===== config.mk =====
export PLATFORM = sky130hd
export DESIGN_NAME = dtm_timer
export DESIGN_NICKNAME = d
export VERILOG_FILES = /design/src/dtm_pkg.sv /design/src/dtm_sync.sv /design/src/dtm_prescaler.sv /design/src/dtm_timer.sv
export VERILOG_INCLUDE_DIRS = /design/src
export SDC_FILE = /design/constraint.sdc
export NUM_CORES = 1
export LEC_CHECK = 0
export ABC_CLOCK_PERIOD_IN_PS = 4600
export BUFFER_PORTS_ARGS = -buffer_cell sky130_fd_sc_hd__buf_2
export CAP_MARGIN = 15
export CORE_MARGIN = 2
export CORE_UTILIZATION = 40
export DETAILED_ROUTE_END_ITERATION = 8
export PLACE_DENSITY = 0.63
export SETUP_SLACK_MARGIN = 0.02
export SLEW_MARGIN = 10
export SYNTH_ARGS = -nofsm -noshare
export SYNTH_HDL_FRONTEND = slang
export SYNTH_HIERARCHICAL = 1
export SYNTH_SLANG_ARGS = --single-unit
export TNS_END_PERCENT = 10

===== constraint.sdc =====
create_clock -name SYS_CLK -period 4.6 [get_ports SYS_CLK]
set_clock_uncertainty 0.05 [all_clocks]
set_input_delay 0.69 -clock SYS_CLK [delete_from_list [all_inputs] [get_ports SYS_CLK]]
set_output_delay 0.69 -clock SYS_CLK [all_outputs]
set_load 0.02 [all_outputs]

===== src/dtm_defines.svh =====
// constants for the delay timer cell
`ifndef DTM_DEFINES_SVH
`define DTM_DEFINES_SVH
`define DTM_CLK_HZ 250000000
`define DTM_TB_LSB 12
`define DTM_TB_MSB 13
`define DTM_CNT_W 10
`define DTM_TB_10MS_NS 10000000
`define DTM_TB_100MS_NS 100000000
`define DTM_TB_1S_MS 1000
`define DTM_TB_10S_MS 10000
// cycles per 10 ms tick at 250 MHz, the smallest base
`define DTM_TICK_10MS_CYC (`DTM_TB_10MS_NS / 4)
`define DTM_PRE_W 32
`endif


===== src/dtm_pkg.sv =====
// types for the delay timer cell
package dtm_pkg;
    typedef enum logic [1:0] {
        DTM_ON_DELAY = 2'b00,
        DTM_LATCHED_ON_DELAY = 2'b01,
        DTM_OFF_DELAY = 2'b10
    } dtm_mode_t;
    typedef enum logic [1:0] {
        DTM_IDLE = 2'b00,
        DTM_RUN = 2'b01,
        DTM_DONE = 2'b10
    } dtm_state_t;
endpackage


===== src/dtm_sync.sv =====
// two flip-flop synchroniser for pin inputs
module dtm_sync #(
    parameter int WIDTH = 1
) (
    input wire logic clk,
    input wire logic rst,
    input wire logic [WIDTH-1:0] din,
    output logic [WIDTH-1:0] dout
);
    logic [WIDTH-1:0] meta;
    // first stage feeds only the second
    always_ff @(posedge clk) begin
        if (rst) begin
            meta <= '0;
            dout <= '0;
        end else begin
            meta <= din;
            dout <= meta;
        end
    end
endmodule


===== src/dtm_prescaler.sv =====
// time base tick generator: 10 ms, 100 ms, 1 s or 10 s
`include "dtm_defines.svh"
module dtm_prescaler #(
    parameter logic [31:0] TICK_CYC = `DTM_TICK_10MS_CYC
) (
    input wire logic clk,
    input wire logic rst,
    input wire logic restart,
    input wire logic [1:0] base,
    output logic tick
);
    logic [31:0] cyc_cnt;
    logic [9:0] dec_cnt;
    logic base_tick;
    logic [9:0] dec_limit;
    // decade count of base ticks for each code
    always_comb begin
        case (base)
            2'b00: dec_limit = 10'H001;
            2'b01: dec_limit = 10'H00A;
            2'b10: dec_limit = 10'H064;
            default: dec_limit = 10'H3E8;
        endcase
    end
    assign base_tick = (cyc_cnt == TICK_CYC - 32'H1);
    // restart aligns the first tick one full interval after load
    always_ff @(posedge clk) begin
        if (rst || restart) begin
            cyc_cnt <= 32'H0;
        end else if (base_tick) begin
            cyc_cnt <= 32'H0;
        end else begin
            cyc_cnt <= cyc_cnt + 32'H1;
        end
    end
    always_ff @(posedge clk) begin
        if (rst || restart) begin
            dec_cnt <= 10'H0;
            tick <= 1'b0;
        end else begin
            tick <= 1'b0;
            if (base_tick) begin
                if (dec_cnt == dec_limit - 10'H1) begin
                    dec_cnt <= 10'H0;
                    tick <= 1'b1;
                end else begin
                    dec_cnt <= dec_cnt + 10'H1;
                end
            end
        end
    end
endmodule


===== src/dtm_timer.sv =====
// delay timer cell: on-delay, latched on-delay and off-delay
`include "dtm_defines.svh"
//
// Overview of operation
// - on-delay output rises after expiry, trigger high
// - short trigger gives no output pulse
// - on-delay modes start only on rising trigger
// - falling trigger stops running on-delay timer
// - on-delay counts only while trigger high
// - rising clear zeroes count and time base; in off-delay only while running
// - high clear resets idle on-delay timer
// - on-delay output 1 after clean expiry, trigger high
// - stopped on-delay timer outputs 0
// - idle after clear outputs 0 despite trigger
// - remaining count on binary and tagged outputs
// - latched mode: output rises after expiry regardless
// - latched rising trigger before expiry reloads and restarts countdown
// - latched countdown ignores falling trigger
// - latched rising clear resets regardless of trigger
// - latched output stays 1 until clear
// - off-delay rising trigger sets output immediately
// - off-delay falling trigger starts countdown, then 0
// - off-delay starts on edge, not level
// - every falling trigger restarts off-delay countdown
// - off-delay rising clear resets running timer
// - off-delay output is trigger or running
// - time base in bits 12 and 13
// - base codes select 10ms,100ms,1s,10s
// - decrement one per interval, stop at zero
// - binary remaining count on 16-bit output
module dtm_timer
    import dtm_pkg::*;
#(
    parameter logic [31:0] TICK_CYC = `DTM_TICK_10MS_CYC
) (
    input wire logic SYS_CLK,
    input wire logic RST,
    input wire logic [1:0] MODE,
    input wire logic TRIGGER,
    input wire logic CLEAR,
    input wire logic [15:0] PRESET_VALUE,
    output logic TIMER_OUT,
    output logic [15:0] REMAINING_COUNT_BINARY,
    output logic [15:0] TAGGED_TIME_VALUE
);
    logic [1:0] sync_in;
    logic trig;
    logic clr;
    logic trig_prev;
    logic clr_prev;
    logic trig_rise;
    logic trig_fall;
    logic clr_rise;
    logic load;
    logic tick;
    logic [`DTM_CNT_W-1:0] count;
    logic [1:0] base;
    dtm_state_t state;
    dtm_state_t next_state;
    dtm_mode_t mode;
    logic next_out;

    // trigger and clear arrive from pins
    dtm_sync #(.WIDTH(2)) u_sync (
        .clk(SYS_CLK),
        .rst(RST),
        .din({CLEAR, TRIGGER}),
        .dout(sync_in)
    );
    assign trig = sync_in[0];
    assign clr = sync_in[1];
    assign mode = dtm_mode_t'(MODE);

    // edges against last cycle's level
    always_ff @(posedge SYS_CLK) begin
        if (RST) begin
            trig_prev <= 1'b0;
            clr_prev <= 1'b0;
        end else begin
            trig_prev <= trig;
            clr_prev <= clr;
        end
    end
    assign trig_rise = trig && !trig_prev;
    assign trig_fall = !trig && trig_prev;
    assign clr_rise = clr && !clr_prev;

    // clear decoding, per mode
    function automatic logic clear_hit(dtm_mode_t m, logic lvl, logic rise,
                                       dtm_state_t s);
        case (m)
            DTM_ON_DELAY: clear_hit = lvl;
            DTM_LATCHED_ON_DELAY: clear_hit = rise;
            DTM_OFF_DELAY: clear_hit = rise && (s == DTM_RUN);
            default: clear_hit = lvl;
        endcase
    endfunction

    // a load happens on the start edge of the selected mode
    always_comb begin
        case (mode)
            DTM_ON_DELAY: load = trig_rise;
            // an expired latched timer holds its output until a clear
            DTM_LATCHED_ON_DELAY: load = trig_rise && (state != DTM_DONE);
            DTM_OFF_DELAY: load = trig_fall;
            default: load = 1'b0;
        endcase
        if (clear_hit(mode, clr, clr_rise, state)) begin
            load = 1'b0;
        end
    end

    // tick restarts with each load so the first interval is whole
    dtm_prescaler #(.TICK_CYC(TICK_CYC)) u_pre (
        .clk(SYS_CLK),
        .rst(RST),
        .restart(load),
        .base(base),
        .tick(tick)
    );

    // state sequencing
    always_comb begin
        next_state = state;
        if (clear_hit(mode, clr, clr_rise, state)) begin
            next_state = DTM_IDLE;
        end else if (load) begin
            next_state = DTM_RUN;
            if (PRESET_VALUE[`DTM_CNT_W-1:0] == '0) begin
                next_state = DTM_DONE;
            end
        end else begin
            case (state)
                DTM_RUN: begin
                    if (mode == DTM_ON_DELAY && !trig) begin
                        next_state = DTM_IDLE;
                    end else if (tick && count == 10'H001) begin
                        next_state = DTM_DONE;
                    end
                end
                DTM_DONE: begin
                    if (mode == DTM_ON_DELAY && !trig) begin
                        next_state = DTM_IDLE;
                    end
                end
                DTM_IDLE: next_state = DTM_IDLE;
                default: next_state = DTM_IDLE;
            endcase
        end
    end

    always_ff @(posedge SYS_CLK) begin
        if (RST) begin
            state <= DTM_IDLE;
        end else begin
            state <= next_state;
        end
    end

    // count and time base; clear zeroes both
    always_ff @(posedge SYS_CLK) begin
        if (RST) begin
            count <= '0;
            base <= 2'b00;
        end else if (clear_hit(mode, clr, clr_rise, state)) begin
            count <= '0;
            base <= 2'b00;
        end else if (load) begin
            count <= PRESET_VALUE[`DTM_CNT_W-1:0];
            base <= PRESET_VALUE[`DTM_TB_MSB:`DTM_TB_LSB];
        end else if (state == DTM_RUN && tick && count != '0) begin
            if (mode != DTM_ON_DELAY || trig) begin
                count <= count - 10'H001;
            end
        end
    end

    // output level per mode
    always_comb begin
        case (mode)
            DTM_ON_DELAY:
                next_out = (next_state == DTM_DONE) && trig;
            DTM_LATCHED_ON_DELAY:
                next_out = (next_state == DTM_DONE);
            DTM_OFF_DELAY:
                next_out = trig || (next_state == DTM_RUN);
            default: next_out = 1'b0;
        endcase
    end

    // registered outputs, count shown in both forms
    always_ff @(posedge SYS_CLK) begin
        if (RST) begin
            TIMER_OUT <= 1'b0;
        end else begin
            TIMER_OUT <= next_out;
        end
    end
    assign REMAINING_COUNT_BINARY = {6'H00, count};
    assign TAGGED_TIME_VALUE = {2'b00, base, 2'b00, count};
endmodule


* Word level (Yosys, flattened, before mapping) *
Index checks and enable logic that the tools add are counted.

word-level totals
  output and inout port bits = 33
  register bits = 64
  input port bits = 22
  logic and storage cells = 73

operators by class
  reductions and logical operators = 27
  add/sub/neg operators = 4
  bitwise operators = 1
  equal/unequal tests = 12
  multiplexer cells = 18

operators with widths
  kind                     count
  $mux W10                 4
  $add A32 B1 Y32 const B  1
  $eq A32 B22 Y1 const B   1
  $pmux W10 S3             1
  $sub A10 B1 Y10 const B  2
  $mux W2                  6
  $add A10 B1 Y10 const B  1
  $eq A10 B1 Y1 const B    1
  $eq A10 B10 Y1           1
  $logic_and A1 B1 Y1      10
  $logic_not A10 Y1        1
  $reduce_bool A10 Y1      1
  $eq A2 B1 Y1 const B     4
  $eq A2 B2 Y1 const B     4
  $pmux W1 S3              2
  $reduce_bool A2 Y1       3
  $reduce_or A2 Y1         3
  $logic_not A2 Y1         2
  $pmux W2 S2              1
  $logic_not A1 Y1         3
  $logic_or A1 B1 Y1       3
  $mux W1                  3
  $ne A2 B2 Y1 const B     1
  $pmux W1 S2              1
  other kinds (2)          2

* Longest topological paths before layout *
Gate-level depths: netlist of run 1.

  depth in word-level cells = 10
  mapped depth = 10
  depth with buffers taken out = 9

* Modules after synthesis *
The synthesis of run 1 kept the hierarchy.

modules (own cells, without submodules)
  module         seq. area each (um^2)  cells each  instances  area an instance (um^2)
  dtm_prescaler  860.8                  250         1          2174.6
  dtm_timer      340.3                  155         1          1273.7
  dtm_sync       80.1                   8           1          105.1

* Worst setup path before layout of run 1 *
No wires, ideal clock.

  kind = input -> register
  start point = in MODE[0]
  end point = reg u_pre.cyc_cnt[19]
  path slack = 1960 ps
  arrival = 2519 ps
  data required time = 4479 ps
  stages on the path = 10
  library setup time = 71 ps
  buffers on the path = 1
  cells stage by stage = inv_1 ha_1 nor2b_1 a221o_1 a21bo_2 inv_2 nor2_1 nand2_1 clkbuf_1 a21oi_1

between the ends
  cells in the longest elaborated chain, start to end = 5
  elaborated cells between the ends (all ways) = 8
  classes of those cells = eq/ne (2); mux (3); reduce/logical (3)

RTL lines
  element                                     line                               source
  start: declaration                          dtm_timer.sv:38                    input wire logic [1:0] MODE,
  $eq A2 B2 Y1 (tied with other cells)        dtm_timer.sv:91, dtm_timer.sv:101
  $pmux W1 S3 or $pmux W1 S2 (tied branches)  dtm_timer.sv:101, dtm_timer.sv:91
  $mux W1 (*)                                 dtm_timer.sv:108                   if (clear_hit(mode, clr, clr_rise, state)) begin
  via load                                    dtm_timer.sv:54                    logic load;
  $logic_or A1 B1 Y1 (*)                      dtm_prescaler.sv:28                if (rst || restart) begin
  $reduce_or A2 Y1 (no line) (*)              -
  end signal: assignment                      dtm_prescaler.sv:33                cyc_cnt <= cyc_cnt + 32'H1;
  end: declaration                            dtm_prescaler.sv:12                logic [31:0] cyc_cnt;

Mark *: on every way through the listed nets, which the timed path passes. The rest lies on a longest branch.
A chain may end at the register's enable or synchronous reset.

* Worst setup path in the final report of run 1 *
  start point = in MODE[0]
  end point = reg u_pre.cyc_cnt[29]

The elaborated chain is that of the path after synthesis.

==> flow_summary.ini, run 1 <==
[outcome]
outcome = finished, final reports clean

[clock_tree]
holdBufCountCts = 0
cts_resized = 0
cts_tree = done
cts_buffer_depth = 2
cts_buffers = 9
cts.htree.levels = 3
root_buffer = clkbuf_8
cts_setup_buffers = 0
clk_latency_ps = 340
path_clk_slew_ps = 70
clock_sinks = 64

[grt]
grt_max_degree = 32
grt_pass1_vias = 2617
overflow = 0
antenna_found_initial = 0
grt.met3_usage_pct = 3.94
grt_pass1_wl_um = 12300
grt.busiest_layer = met2
grtUsageTotal_pct = 15.3
grt.met2_usage_pct = 24.6
use_met1_pct = 20.3

[place]
pre_cts_ws_ps = 1270
port_buffers = 40
dp_hpwl_um = 5080
gp_congestion = 0.845

[setup_path]
r2r-end = u_pre/cyc_cnt[29]
worstRegToRegCells = 10
critPathRequiredTime_ps = 4820
end_kind = flop
crit_fanout = 31
startpoint_type = input port
timing.rr.start = state[1]
path_class = in2reg
rrSetupSlack_ps = 1870
cp_data_arrival_time_ps = 3230

[timing]
finalCritPeriodShare_pct = 65.4
max_freq_mhz = 332
slew_headroom_pct = 53.6
drv_slew = 0
setup_viol = 0
hold_viol = 0
rsz0062_at_grt = false
setup_ws_ps = 1590
tns_ps = 0
fin_crit_ps = 3010
worst_pin_slew_ps = 689

[routing]
drtAntennaViolNets = 0
drt_wl_total_um = 7190
dr.pass1.iters = 4
vias_per_cell = 5.30
vias = 2953
wl_per_cell_um = 12.9
drt-initial-drc-count = 88
drc = 0

[yosys]
synth-compound-area-share_pct = 9.89
muxShareOfSynthArea_pct = 0.317
synthAdderAreaFrac_pct = 3.87
synth_seq_cells = 64
yosys.area_share.xor_xnor_pct = 9.86
netlist_area_um2 = 3550
ys_seq_area_share_pct = 36.1
synth_edf_count = 0
syn_area_per_cell_um2 = 8.60
synth_top_family_by_area = simple AND/OR/NAND/NOR gates
async_flop_share_pct = 0
synth-simple-area-share_pct = 32.5
synthFlopType = dfxtp_1
synthCells = 413
ys_types = 62
yosysWarnings = 6

[cells_and_area]
area_growth_pct = 10.4
fillCellCount = 860
n_antenna_cell = 0
drive_above_1_share_pct = 18.3
fin_nets = 477

[worst_hold_path]
min_from = u_sync/meta[0]
hold_depth = 1
hp-class = reg2reg
hold-path-endpoint = u_sync/dout[0]

[floorplan]
rows = 34
die_x_um = 98.3
io_pins = 55
initial_utilization_pct = 40.9
core_um2 = 8680
die_h_um = 98.3
die-area_um2 = 9650

[pwr]
cellLeakagePower_uw = 0.00148
power_density_nw_per_um2 = 285
p_total_uw = 1120
vdd_drop_max_mv = 0.146

[flow_run]
drv_cap = 0
## power by group
group | switching [µW] | total, µW | leakage, µW | internal [µW]
Sequential | 9.52 | 571 | 0.000517 | 562
Combinational | 52.4 | 81.9 | 0.000865 | 29.5
Clock | 215 | 463 | 0.0000941 | 248
Total | 277 | 1120 | 0.00148 | 840
## metal layers
layer | share of wire [%] | wire length (µm) | up-vias
met1 | 48 | 3470 | 1385
met4 | 1.4 | 98 | 0
met3 | 4.3 | 307 | 9
li1 | - | - | 1498
met2 | 46 | 3320 | 61
met5 | 0 | 0 | -
## cell usage in the layout, fill, tap and decap left out, types with 2 or more instances in the layout
| master | count |
|---|---|
| a21oi_1 | 11 |
| a211oi_1 | 10 |
| clkbuf_1 | 3 |
| buf_2 | 40 |
| inv_1 | 15 |
| xor2_1 | 25 |
| or4_4 | 2 |
| xnor2_1 | 15 |
| nand4b_1 | 4 |
| nor2_1 | 55 |
| o31ai_1 | 4 |
| and4_2 | 2 |
| ha_1 | 11 |
| dfxtp_1 | 64 |
| o21ai_0 | 7 |
| nor4_2 | 3 |
| nor2b_1 | 8 |
| nor3b_1 | 2 |
| conb_1 | 10 |
| nor4_1 | 7 |
| nand2_1 | 28 |
| o21bai_1 | 2 |
| nand4_1 | 13 |
| nor3_2 | 2 |
| o211ai_1 | 2 |
| clkbuf_8 | 9 |
| or3_1 | 7 |
| clkinv_2 | 3 |
| nor4b_4 | 2 |
| and3_1 | 8 |
| nor3_1 | 9 |
| buf_4 | 3 |
| or4_1 | 4 |
| a31oi_1 | 3 |
| nand3_1 | 27 |
## critical path: stages
cell and delay, ps:
buf_2 100, inv_1 60, ha_1 320, nor2b_1 140
a221o_1 370, a21bo_2 470, inv_2 150, nor2_1 410
nand2_1 90, buf_4 260, a21oi_1 150
## synthesized netlist by cell type (3+ instances only)
cell type	instances	area [µm²]
a31oi_1	3	18.8
inv_1	15	56.3
xnor2_1	15	131
or3_1	7	43.8
a21oi_1	11	55.1
o31ai_1	4	30.0
xor2_1	25	219
nand4b_1	4	35.0
and3_1	8	50.1
a211oi_1	10	75.1
o21ai_0	7	35.0
nor4_1	7	43.8
nand4_1	13	81.3
buf_4	20	150
or4_1	4	30.0
nor2_1	55	206
nor2b_1	8	50.1
clkbuf_1	10	37.5
nor4_2	3	37.5
nand2_1	28	105
nor3_1	9	45.0
dfxtp_1	64	1280
ha_1	11	138
nand3_1	27	135
## flip-flops by register name (all words and copies together), names as in the netlist, 2 cells and up
| signal | flops |
|---|---|
| u_sync/dout | 2 |
| base | 2 |
| count | 10 |
| u_sync/meta | 2 |
| state | 2 |
| u_pre/dec_cnt | 10 |
| u_pre/cyc_cnt | 32 |
## logic make-up after synthesis
logic type | Yosys count
AND/OR/NAND/NOR | 199
flip-flops | 64
AO/OA/AOI/OAI | 49
buffers and inverters | 48
XOR/XNOR | 40
adder cells (fa/ha/maj) | 11
other | 1
multiplexers | 1
## worst max path at each step
| stage | startpoint | endpoint | slack (ps) |
|---|---|---|---|
| after floorplan | MODE[0] | u_pre/cyc_cnt[19] | 1960 |
| after global placement | MODE[0] | u_pre/cyc_cnt[25] | 1310 |
| after detailed placement | MODE[0] | u_pre/cyc_cnt[31] | 1270 |
| after CTS | MODE[0] | u_pre/cyc_cnt[29] | 1620 |
| after global routing | MODE[0] | u_pre/cyc_cnt[31] | 1370 |
| final | MODE[0] | u_pre/cyc_cnt[29] | 1590 |
## layout make-up
class	count	area [µm²]	share of cell area, %
multi-input cells	310	2040	52.1
clock buffers	12	135	3.45
inverters	16	60.1	1.53
repair buffers	43	223	5.68
well taps	108	135	3.45
flip-flops and latches	64	1280	32.7
clock inverters	4	45.0	1.15
## metrics by stage
step	hold WS (ps)	area [µm²]	instances	utilization, %
final	387	3920	557	45.2
after global routing	414	3920	557	45.2
after CTS	390	3920	557	45.2
after detailed placement	374	3740	541	43.1
after global placement	381	3740	541	43.1
after floorplan	364	3590	422	-
Power figures use the tool's default switching activity.
==> inputs of run 2 (changes only) <==
--- a/config.mk
+++ b/config.mk
@@ -6,7 +6,7 @@
 export SDC_FILE = /design/constraint.sdc
 export NUM_CORES = 1
 export LEC_CHECK = 0
-export ABC_CLOCK_PERIOD_IN_PS = 4600
+export ABC_CLOCK_PERIOD_IN_PS = 2800
 export BUFFER_PORTS_ARGS = -buffer_cell sky130_fd_sc_hd__buf_2
 export CAP_MARGIN = 15
 export CORE_MARGIN = 2
==> constraint.sdc (replaced) <==
create_clock -name SYS_CLK -period 2.8 [get_ports SYS_CLK]
set_clock_uncertainty 0.05 [all_clocks]
set_input_delay 0.42 -clock SYS_CLK [delete_from_list [all_inputs] [get_ports SYS_CLK]]
set_output_delay 0.42 -clock SYS_CLK [all_outputs]
set_load 0.02 [all_outputs]
==> flow_summary.ini, run 2 (synthesized netlist as in run 1, its figures left out) <==
[setup_path]
crit_fanout = 9
end_kind = flop
path_class = reg2reg
cp_data_arrival_time_ps = 2460
critPathRequiredTime_ps = 3020
startpoint_type = flop

[clock_tree]
clock_sinks = 64
cts_tree = done
root_buffer = clkbuf_8
path_clk_slew_ps = 80
cts.htree.levels = 3
cts_buffer_depth = 2
holdBufCountCts = 0
cts_resized = 0
cts_setup_buffers = 0
clk_latency_ps = 340
cts_buffers = 9

[place]
gp_congestion = 0.857
placed_cells = 546
dp_hpwl_um = 5080
port_buffers = 40

[grt]
grt_pass1_vias = 2621
grt.met2_usage_pct = 23.8
grt.busiest_layer = met2
overflow = 0
grt_pass1_wl_um = 12200
grt.met3_usage_pct = 2.93
use_met1_pct = 20.6
grt_max_degree = 32
grtUsageTotal_pct = 15.3
antenna_found_initial = 0

[floorplan]
core_um2 = 8680
die_h_um = 98.3
die-area_um2 = 9650
io_pins = 55
initial_utilization_pct = 40.9
die_x_um = 98.3
rows = 34

[timing]
slew_headroom_pct = 60.8
setup_viol = 0
max_freq_mhz = 448
tns_ps = 0
drv_slew = 0
fin_crit_ps = 2230
hold_viol = 0
worst_pin_slew_ps = 587
rsz0062_at_grt = false
finalCritPeriodShare_pct = 79.8

[routing]
drtAntennaViolNets = 0
vias_per_cell = 5.25
dr.pass1.iters = 4
drc = 0
drt-initial-drc-count = 87
vias = 2950
drt_wl_total_um = 7230
wl_per_cell_um = 12.9

[cells_and_area]
largest_reg_flops = 32
largest_register = u_pre/cyc_cnt
n_antenna_cell = 0
reg_top3 = u_pre/cyc_cnt (32), count (10), u_pre/dec_cnt (10)
fillCellCount = 868
most-common-layout-cells = 64 x dfxtp_1, 55 x nor2_1, 40 x buf_2
drive_above_1_share_pct = 19.8
fin_nets = 482
multi_input_area_um2 = 2040
layout.cells.non_filler = 562
seq_area_um2 = 1280
area_growth_pct = 12.1
layout_commonest_cell = dfxtp_1

[pwr]
vdd_drop_max_mv = 0.188
power_density_nw_per_um2 = 473
cellLeakagePower_uw = 0.00151

[worst_hold_path]
hp-class = in2reg

[flow_run]
drv_cap = 0

[outcome]
outcome = finished, final reports clean
[run 2: cell count changes in the layout (fill, tap and decap cells not counted), sizes merged]
cell	delta
buf	+5
clkbuf	-1
clkinv	-1
clkinvlp	+2
[run 2: layout make-up]
cell class | count | area share [%]
multi-input cells | 310 | 51.2
flip-flops and latches | 64 | 32.2
inverters | 16 | 1.51
clock inverters | 5 | 1.38
well taps | 108 | 3.39
clock buffers | 11 | 3.80
repair buffers | 48 | 6.53
[run 2: final timing paths]
kind                                       start          endpoint  slack [ps]  depth (start not counted)
worst max-delay path            u_pre/cyc_cnt[0]  u_pre/dec_cnt[9]         570                          6
worst min-delay path                       CLEAR    u_sync/meta[1]         240                          2
worst max register to register  u_pre/cyc_cnt[0]  u_pre/dec_cnt[9]         570                          6
worst min register to register    u_sync/meta[0]    u_sync/dout[0]         380                          1
[run 2: where the power goes]
group / total [µW] / internal (µW) / switching (µW)
clock network: 813 / 456 / 356
logic: 135 / 50.0 / 85.2
registers: 939 / 923 / 16.0
total: 1890 / 1430 / 457
[run 2: through the flow]
| step | hold slack [ps] | utilization, % | total power, µW | cell area (µm²) | setup WS, ps |
|---|---|---|---|---|---|
| floorplan | 364 | - | 1070 | 3590 | 430 |
| global placement | 372 | 43.5 | 1090 | 3780 | 278 |
| detailed placement | 374 | 43.5 | 1100 | 3780 | 267 |
| CTS | 220 | 45.9 | 1920 | 3990 | 555 |
| global route | 223 | 45.9 | 1970 | 3990 | 418 |
| finish | 238 | 45.9 | 1890 | 3990 | 565 |
[run 2: layer usage]
layer	share of wire (%)	wire, µm
met4	1.3	95
met2	45	3240
met3	4.4	317
met5	0	0
met1	50	3580
[run 2: critical path, cell delays in order (launching register included)]
cell and delay [ps]:
dfxtp_1 370, ha_1 220, and4_2 320, nand4_4 140
or2_1 380, or4_4 560, a21oi_2 140
